**config.mk**
```make
export PLATFORM = sky130hd
export DESIGN_NAME = irq_source_intake
export DESIGN_NICKNAME = d
export VERILOG_FILES = /design/src/pkg/irq_intake_pkg.sv /design/src/logic/irq_source_intake.sv
export SDC_FILE = /design/constraint.sdc
export NUM_CORES = 1
export LEC_CHECK = 0
export ABC_AREA = 1
export BUFFER_PORTS_ARGS = -buffer_cell sky130_fd_sc_hd__buf_4
export CORE_ASPECT_RATIO = 1.5
export CORE_UTILIZATION = 55
export CTS_BUF_LIST = sky130_fd_sc_hd__clkbuf_8
export DETAILED_ROUTE_END_ITERATION = 7
export MAX_ROUTING_LAYER = met4
export PLACE_DENSITY = 0.71
export SETUP_SLACK_MARGIN = 0.02
export SKIP_CTS_REPAIR_TIMING = 1
export SKIP_LAST_GASP = 1
export SLEW_MARGIN = 5
export SYNTH_ARGS = -nofsm -noshare
export SYNTH_HDL_FRONTEND = slang
export SYNTH_SLANG_ARGS = --single-unit
```
**constraint.sdc**
```tcl
create_clock -name clock -period 9.58 [get_ports clock]
set_input_delay 0.958 -clock clock [delete_from_list [all_inputs] [get_ports clock]]
set_output_delay 0.958 -clock clock [all_outputs]
set_load 0.02 [all_outputs]
```
**src/pkg/irq_intake_pkg.sv**
```systemverilog
/*
  Constants and carrier types for the interrupt request intake block.
  Assumes a 16-bit register port with word indices and 12-bit event codes.
*/
package irq_intake_pkg;

  // ------------------------------------------------------------
  // Register indices
  // ------------------------------------------------------------
  localparam logic [3:0] IDX_PRIO_C = 4'h0;
  localparam logic [3:0] IDX_PRIO_D = 4'h1;
  localparam logic [3:0] IDX_MOD_PRIO_FIRST = 4'h2;
  localparam logic [3:0] IDX_MOD_PRIO_LAST = 4'h9;
  localparam logic [3:0] IDX_EXT_FLAGS = 4'ha;
  localparam logic [3:0] IDX_SENSE = 4'hb;
  localparam logic [3:0] IDX_EVENT = 4'hc;
  localparam logic [3:0] IDX_EVENT_ALT = 4'hd;
  localparam logic [3:0] IDX_STATUS = 4'he;

  // ------------------------------------------------------------
  // Field positions and reset values
  // ------------------------------------------------------------
  localparam int PINT_LO_PRIO_POS = 12;
  localparam int PINT_HI_PRIO_POS = 8;
  localparam int STAT_VALID_POS = 15;
  localparam int STAT_LEVEL_POS = 8;
  localparam int STAT_BUS_POS = 0;
  localparam logic [15:0] PRIO_RESET = 16'h0000;
  localparam logic [5:0] SENSE_RESET = 6'h00;

  // ------------------------------------------------------------
  // Levels and event codes
  // ------------------------------------------------------------
  localparam logic [3:0] LEVEL_NONE = 4'h0;
  localparam logic [3:0] LEVEL_DEBUG = 4'hf;
  localparam logic [3:0] BUS_IDLE = 4'hf;
  localparam logic [11:0] CODE_DEBUG = 12'h5e0;
  localparam logic [11:0] CODE_IRQ_BASE = 12'h600;
  localparam logic [11:0] CODE_PINT_LO = 12'h700;
  localparam logic [11:0] CODE_PINT_HI = 12'h720;
  localparam logic [11:0] CODE_BUS = 12'h200;
  localparam logic [11:0] CODE_MOD_BASE = 12'h800;
  localparam logic [11:0] CODE_STEP = 12'h020;
  localparam logic [11:0] CODE_MOD_STEP = 12'h040;

  typedef struct packed {
    logic valid;
    logic [3:0] level;
    logic [11:0] code;
    logic [11:0] code_alt;
  } irq_req_t;

endpackage

```
**src/logic/irq_source_intake.sv**
```systemverilog
/*
  Interrupt request intake: request pins, encoded priority bus, port pins
  and on-chip module lines, priority selection, event codes and wake-up.
  Assumes pins are synchronous inputs, rtc_tick is a one-cycle pulse from
  the running real-time clock, and the CPU pulses cpu_accept on acceptance.
*/
`timescale 1ns/1ns

// Summary of operation
// - Six request pins, level or edge sensed, each with a 0-15 priority.
// - Edge flag clears only after software reads 1 then writes 0.
// - Accepting any request leaves the CPU mask level untouched.
// - Request pin above mask wakes from standby, only with RTC running.
// - Bus code 0000 is level 15, each step lower, 1111 no request.
// - Bus value taken only after two equal consecutive samples.
// - In standby the bus filter runs on RTC ticks, else no wake.
// - Sixteen level port pins, one priority per group of eight.
// - Port pin above mask wakes from standby, only with RTC running.
// - Ten module sources, each recorded with its own event code.
// - Module priorities programmable 0-15, debug source fixed at 15.
// - Priority 0 masks the source; its requests are ignored.
// - Equal levels resolved by fixed default source order.
module irq_source_intake #(
  parameter int NUM_MOD = 10
) (
  input wire logic clock,
  input wire logic rst_n,
  input wire logic ce,
  input wire logic [3:0] addr,
  input wire logic [15:0] wdata,
  input wire logic wr_stb,
  input wire logic rd_stb,
  output logic [15:0] rdata,
  input wire logic [5:0] ext_request_pins_n,
  input wire logic [3:0] encoded_prio_bus,
  input wire logic [15:0] port_request_pins,
  input wire logic [NUM_MOD-1:0] module_irq,
  input wire logic [3:0] cpu_mask_level,
  input wire logic cpu_accept,
  input wire logic standby,
  input wire logic rtc_running,
  input wire logic rtc_tick,
  output irq_intake_pkg::irq_req_t req,
  output logic wake
);

  localparam int NSRC = NUM_MOD + 9;

  // ------------------------------------------------------------
  // Parameter check
  // ------------------------------------------------------------
  if (NUM_MOD < 2 || NUM_MOD > 33) begin : g_bad_num_mod
    $error("NUM_MOD must lie between 2 and 33");
  end

  typedef struct packed {
    logic [5:0] ext_s1;
    logic [5:0] ext_s2;
    logic [5:0] ext_prev;
    logic [5:0] flags;
    logic [5:0] armed;
    logic [5:0] sense;
    logic [3:0] bus_s1;
    logic [3:0] bus_s2;
    logic [3:0] bus_prev;
    logic [3:0] bus_stable;
    logic [15:0] pint_s1;
    logic [15:0] pint_s2;
    logic [15:0] prio_c;
    logic [15:0] prio_d;
    logic [7:0][15:0] mod_prio;
    logic [15:0] rdata;
    logic [11:0] event_code;
    logic [11:0] event_code_alt;
    irq_intake_pkg::irq_req_t req;
    logic wake;
  } state_t;

  state_t st_r;
  state_t st_nxt;
  logic rst_q1_r;
  logic rst_q2_r;
  logic sample_en;
  logic [NSRC-1:0] src_act;
  logic [NSRC-1:0][3:0] src_lvl;
  logic [NSRC-1:0][11:0] src_code;
  logic [NSRC-1:0][11:0] src_alt;

  // ------------------------------------------------------------
  // Reset release
  // ------------------------------------------------------------
  always_ff @(posedge clock or negedge rst_n) begin
    if (!rst_n) begin
      rst_q1_r <= 1'b0;
      rst_q2_r <= 1'b0;
    end else begin
      rst_q1_r <= 1'b1;
      rst_q2_r <= rst_q1_r;
    end
  end

  // RTC paced sampling
  // Peripheral clock is stopped in standby, so RTC ticks pace the pins.
  assign sample_en = !standby || (rtc_running && rtc_tick);

  // ------------------------------------------------------------
  // Source table, in default order
  // ------------------------------------------------------------
  always_comb begin
    src_act = '0;
    src_lvl = '0;
    src_code = '0;
    src_alt = '0;
    src_act[0] = module_irq[NUM_MOD-1];
    src_lvl[0] = irq_intake_pkg::LEVEL_DEBUG;
    src_code[0] = irq_intake_pkg::CODE_DEBUG;
    src_alt[0] = irq_intake_pkg::CODE_DEBUG;
    src_act[1] = st_r.bus_stable != irq_intake_pkg::BUS_IDLE;
    src_lvl[1] = irq_intake_pkg::BUS_IDLE ^ st_r.bus_stable;
    src_code[1] = irq_intake_pkg::CODE_BUS;
    src_alt[1] = irq_intake_pkg::CODE_BUS + {3'h0, st_r.bus_stable, 5'h00};
    for (int i = 0; i < 6; i++) begin
      src_act[2+i] = st_r.flags[i];
      src_lvl[2+i] = (i < 4) ? st_r.prio_c[4*(i%4) +: 4] : st_r.prio_d[4*(i%4) +: 4];
      src_code[2+i] = irq_intake_pkg::CODE_IRQ_BASE + 12'(i) * irq_intake_pkg::CODE_STEP;
      src_alt[2+i] = src_code[2+i];
    end
    src_act[8] = |st_r.pint_s2[7:0];
    src_lvl[8] = st_r.prio_d[irq_intake_pkg::PINT_LO_PRIO_POS +: 4];
    src_code[8] = irq_intake_pkg::CODE_PINT_LO;
    src_alt[8] = irq_intake_pkg::CODE_PINT_LO;
    src_act[9] = |st_r.pint_s2[15:8];
    src_lvl[9] = st_r.prio_d[irq_intake_pkg::PINT_HI_PRIO_POS +: 4];
    src_code[9] = irq_intake_pkg::CODE_PINT_HI;
    src_alt[9] = irq_intake_pkg::CODE_PINT_HI;
    for (int m = 0; m < NUM_MOD - 1; m++) begin
      src_act[10+m] = module_irq[m];
      src_lvl[10+m] = st_r.mod_prio[m/4][15-4*(m%4) -: 4];
      src_code[10+m] = irq_intake_pkg::CODE_MOD_BASE + 12'(m) * irq_intake_pkg::CODE_MOD_STEP;
      src_alt[10+m] = src_code[10+m];
    end
  end

  // ------------------------------------------------------------
  // Next state
  // ------------------------------------------------------------
  always_comb begin
    logic [5:0] falls;
    logic [3:0] best_lvl;
    logic [11:0] best_code;
    logic [11:0] best_alt;
    logic pins_wake;
    falls = '0;
    best_lvl = irq_intake_pkg::LEVEL_NONE;
    best_code = '0;
    best_alt = '0;
    pins_wake = 1'b0;
    st_nxt = st_r;

    if (sample_en) begin
      st_nxt.ext_s1 = ext_request_pins_n;
      st_nxt.ext_s2 = st_r.ext_s1;
      st_nxt.ext_prev = st_r.ext_s2;
      st_nxt.bus_s1 = encoded_prio_bus;
      st_nxt.bus_s2 = st_r.bus_s1;
      st_nxt.bus_prev = st_r.bus_s2;
      st_nxt.pint_s1 = port_request_pins;
      st_nxt.pint_s2 = st_r.pint_s1;
      if (st_r.bus_s2 == st_r.bus_prev) begin
        st_nxt.bus_stable = st_r.bus_s2;
      end
      falls = st_r.ext_prev & ~st_r.ext_s2;
    end

    // ------------------------------------------------------------
    // Register port
    // ------------------------------------------------------------
    st_nxt.rdata = '0;
    if (rd_stb) begin
      if (addr == irq_intake_pkg::IDX_PRIO_C) begin
        st_nxt.rdata = st_r.prio_c;
      end else if (addr == irq_intake_pkg::IDX_PRIO_D) begin
        st_nxt.rdata = st_r.prio_d;
      end else if (addr >= irq_intake_pkg::IDX_MOD_PRIO_FIRST && addr <= irq_intake_pkg::IDX_MOD_PRIO_LAST) begin
        st_nxt.rdata = st_r.mod_prio[3'(addr - irq_intake_pkg::IDX_MOD_PRIO_FIRST)];
      end else if (addr == irq_intake_pkg::IDX_EXT_FLAGS) begin
        st_nxt.rdata = {10'h000, st_r.flags};
        st_nxt.armed = st_r.armed | (st_r.flags & st_r.sense);
      end else if (addr == irq_intake_pkg::IDX_SENSE) begin
        st_nxt.rdata = {10'h000, st_r.sense};
      end else if (addr == irq_intake_pkg::IDX_EVENT) begin
        st_nxt.rdata = {4'h0, st_r.event_code};
      end else if (addr == irq_intake_pkg::IDX_EVENT_ALT) begin
        st_nxt.rdata = {4'h0, st_r.event_code_alt};
      end else if (addr == irq_intake_pkg::IDX_STATUS) begin
        st_nxt.rdata[irq_intake_pkg::STAT_VALID_POS] = st_r.req.valid;
        st_nxt.rdata[irq_intake_pkg::STAT_LEVEL_POS +: 4] = st_r.req.level;
        st_nxt.rdata[irq_intake_pkg::STAT_BUS_POS +: 4] = st_r.bus_stable;
      end
    end
    if (wr_stb) begin
      if (addr == irq_intake_pkg::IDX_PRIO_C) begin
        st_nxt.prio_c = wdata;
      end else if (addr == irq_intake_pkg::IDX_PRIO_D) begin
        st_nxt.prio_d = wdata;
      end else if (addr >= irq_intake_pkg::IDX_MOD_PRIO_FIRST && addr <= irq_intake_pkg::IDX_MOD_PRIO_LAST) begin
        st_nxt.mod_prio[3'(addr - irq_intake_pkg::IDX_MOD_PRIO_FIRST)] = wdata;
      end else if (addr == irq_intake_pkg::IDX_EXT_FLAGS) begin
        st_nxt.flags = st_r.flags & (wdata[5:0] | ~st_r.armed);
        st_nxt.armed = st_r.armed & wdata[5:0];
      end else if (addr == irq_intake_pkg::IDX_SENSE) begin
        st_nxt.sense = wdata[5:0];
      end
    end

    for (int i = 0; i < 6; i++) begin
      if (!st_r.sense[i]) begin
        st_nxt.flags[i] = !st_r.ext_s2[i];
        st_nxt.armed[i] = 1'b0;
      end else if (falls[i]) begin
        st_nxt.flags[i] = 1'b1;
      end
    end

    for (int s = 0; s < NSRC; s++) begin
      if (src_act[s] && src_lvl[s] > best_lvl) begin
        best_lvl = src_lvl[s];
        best_code = src_code[s];
        best_alt = src_alt[s];
      end
    end
    st_nxt.req.valid = best_lvl > cpu_mask_level;
    st_nxt.req.level = best_lvl;
    st_nxt.req.code = best_code;
    st_nxt.req.code_alt = best_alt;

    for (int s = 1; s < 10; s++) begin
      if (src_act[s] && src_lvl[s] > cpu_mask_level) begin
        pins_wake = 1'b1;
      end
    end
    st_nxt.wake = standby && rtc_running && pins_wake;

    if (cpu_accept && st_r.req.valid) begin
      st_nxt.event_code = st_r.req.code;
      st_nxt.event_code_alt = st_r.req.code_alt;
    end
  end

  // ------------------------------------------------------------
  // State register
  // ------------------------------------------------------------
  always_ff @(posedge clock or negedge rst_q2_r) begin
    if (!rst_q2_r) begin
      st_r <= '0;
      st_r.ext_s1 <= '1;
      st_r.ext_s2 <= '1;
      st_r.ext_prev <= '1;
      st_r.bus_s1 <= irq_intake_pkg::BUS_IDLE;
      st_r.bus_s2 <= irq_intake_pkg::BUS_IDLE;
      st_r.bus_prev <= irq_intake_pkg::BUS_IDLE;
      st_r.bus_stable <= irq_intake_pkg::BUS_IDLE;
      st_r.sense <= irq_intake_pkg::SENSE_RESET;
      st_r.prio_c <= irq_intake_pkg::PRIO_RESET;
      st_r.prio_d <= irq_intake_pkg::PRIO_RESET;
    end else if (ce) begin
      st_r <= st_nxt;
    end
  end

  assign rdata = st_r.rdata;
  assign req = st_r.req;
  assign wake = st_r.wake;
endmodule

```
==> results_dict.tcl <==
set metrics [dict create \
    outcome "finished with violations" \
    violations "setup timing" \
    clk_pin_slew_worst_paths_ps 60 \
    tightest_slew_ps 1250 \
    cts_root_buf "clkbuf_8" \
    place_congestion 1.03 \
    ant_nets 0 \
    final_util 0.698 \
    ys_seq_elements 290 \
    ys_warn_count 0 \
    grt_max_degree 84 \
    min_period_ps 17140 \
    cts_sinks 290 \
    drtIter0Drc 1145 \
    grt_first_pass_wirelength_mm 91.7 \
    die_x_um 149 \
    drv_cap 0 \
    synthDistinctLibCells 62 \
    grt_pass1_vias 16573 \
    cts_buffers 44 \
    setup_viol 16 \
    muxShareOfSynthArea 0.00444 \
    slew_headroom 0.168 \
    design.portCount 115 \
    dieArea_um2 33000 \
    synth_cells 2230 \
    crit_arrival_ps 17630 \
    insertion_delay_ps 610 \
    cp-end-kind "register" \
    async_reset_ff_frac 1.00 \
    synth_xor_area_frac 0.00197 \
    clock_skew_ps 28.2 \
    drive_above_1_share 0.305 \
    synth_top_area_share 0.361 \
    io_buffers 104 \
    synth_top_family_by_area "simple AND/OR/NAND/NOR gates" \
    drc 0 \
    fin_ws_ps -7560 \
    antenna_found_initial 0 \
    synth_edf_count 0 \
    period_share 1.79 \
    synth_compound_area_frac 0.174 \
    crit_top_cell "nand2_4" \
    wire_per_inst_um 20.7 \
    clk_path_buf_depth 3 \
    cts_tree "built" \
    max_stage_delay_ps 330 \
    avgViaCountPerCell 5.73 \
    rows 80 \
    crit_type "input pin to register" \
    yosys.area_share.adder 0.0613 \
    start_util 0.558 \
    grt_use_total 0.384 \
    synth_area_leader_cell "dfrtp_1" \
    min_path_type "input pin to asynchronous set/reset pin" \
    synth_area_per_cell_um2 7.96 \
    nets 2664 \
    vias 16912 \
    slowest_stage "ha_4" \
    wl_mm 61.1 \
    crit_fanout 8 \
    clock.fmax_mhz 58.4 \
    finalMaxSlewViolations 0 \
    first_pass_iters 5 \
    die_h_um 222 \
    dpl.hpwl_mm 45.2 \
    ys.flop_type "dfrtp_1" \
    ys_seq_area_frac 0.411 \
    cp-start-kind "input pin" \
    synth-simple-area-share 0.245 \
    worstPathRequired_ps 10080 \
    h-tree-depth 2 \
    diodes 0 \
    synth_area_leaders "dfrtp_1, nand2_1, o21ai_0" \
    area_growth_pct 25.2 \
    rsz0062_at_grt "yes" \
    hold_viol_final 0 \
    netlist_area_um2 17700 \
    grt_overflow 0 \
    fp.coreArea_um2 31800 \
]
## layer usage
layer	track usage	share of wire	wire [um]	up-vias
li1	-	-	-	7985
met1	0.420	0.36	22200	8022
met2	0.625	0.49	29800	662
met3	0.0467	0.052	3170	243
met4	0.307	0.098	5990	0
met5	-	0	0	-
## cell families (layout without fill, tap and decap cells)
logic type | after synthesis | in the layout
compound gates | 544 | 544
flops | 290 | 290
fa+ha+maj | 87 | 87
mux | 7 | 7
xor+xnor | 4 | 4
buf+inv | 397 | 697
other cells | 2 | 11
simple gates | 899 | 900
## registers in the layout, indices dropped and copies added, names as in the netlist
register / count
src_lvl: 68
src_act: 6
rdata: 16
st_r: 181
req: 16
rst_q2_r: 1
wake: 1
rst_q1_r: 1
## worst max-delay path, delay by kind of cell
family / cells / cell delay (ps)
AO/OA/AOI/OAI: 33 / 3660
adder cells (fa/ha/maj): 18 / 5020
AND/OR/NAND/NOR: 68 / 5780
buffers and inverters: 33 / 2100
## layout make-up
type | count | area [um^2]
multi-input cells | 1553 | 9730
fillers | 2684 | 9610
flip-flops and latches | 290 | 7300
repair buffers | 361 | 2760
inverters | 258 | 1000
clock buffers | 54 | 743
well taps | 410 | 513
clock inverters | 24 | 171
## synth_stat cells (17+ instances only)
cell type    n
a21oi_1     79
buf_4       48
clkbuf_1    72
dfrtp_1    256
dfstp_2     34
ha_1        87
inv_1      242
nand2_1    442
nand2_2     59
nand2_4     23
nand3_1    172
nand3_2     29
nand4_1     17
nor2_1      99
nor2_2      20
o21ai_0    307
o21bai_1    18
o22ai_1     55
## cell usage in the layout (no fill, tap or decap), drive strengths merged, types with 4 or more instances in the layout
cell type / instances
ha: 87
inv: 270
nor3: 13
clkbuf: 54
nand4: 17
nor2: 132
o22ai: 55
a31oi: 6
o31ai: 8
and2: 4
buf: 361
a32o: 7
clkinv: 8
mux2: 7
a21oi: 82
o221ai: 8
a221oi: 4
conb: 11
o21bai: 18
dfrtp: 256
o2111ai: 5
o211ai: 13
o21ai: 317
nand2: 525
dfstp: 34
nand3: 201
## path summary, 6_finish.rpt
check | startpoint | end | slack, ps | cells past startpoint
worst max-delay path | module_irq[9] | req[28] | -7560 | 152
worst min-delay path | rst_n | rst_q1_r | 130 | 1
worst max register to register | st_r[265] | req[28] | -7540 | 151
worst min register to register | rst_q1_r | rst_q2_r | 360 | 0
max in group asynchronous | rst_q2_r | src_lvl[60] | 7350 | 1
min in group clock | rst_q1_r | rst_q2_r | 360 | 0
## metrics by stage
step	setup TNS (ps)	hold WS [ps]	instance area, um^2	std cells	setup slack, ps
3_5_place_dp	-128950	348	20200	2843	-8380
3_3_place_gp	-122800	342	20200	2843	-7990
5_1_grt	-131560	113	22200	2950	-8630
2_1_floorplan	-131410	331	18000	2239	-8790
6_report	-115800	134	22200	2950	-7560
4_1_cts	-120220	103	21100	2921	-7840
Power is left out: the tool's default activity adds up to more than one toggle a clock period on the data nets, which glitch-free logic cannot reach.
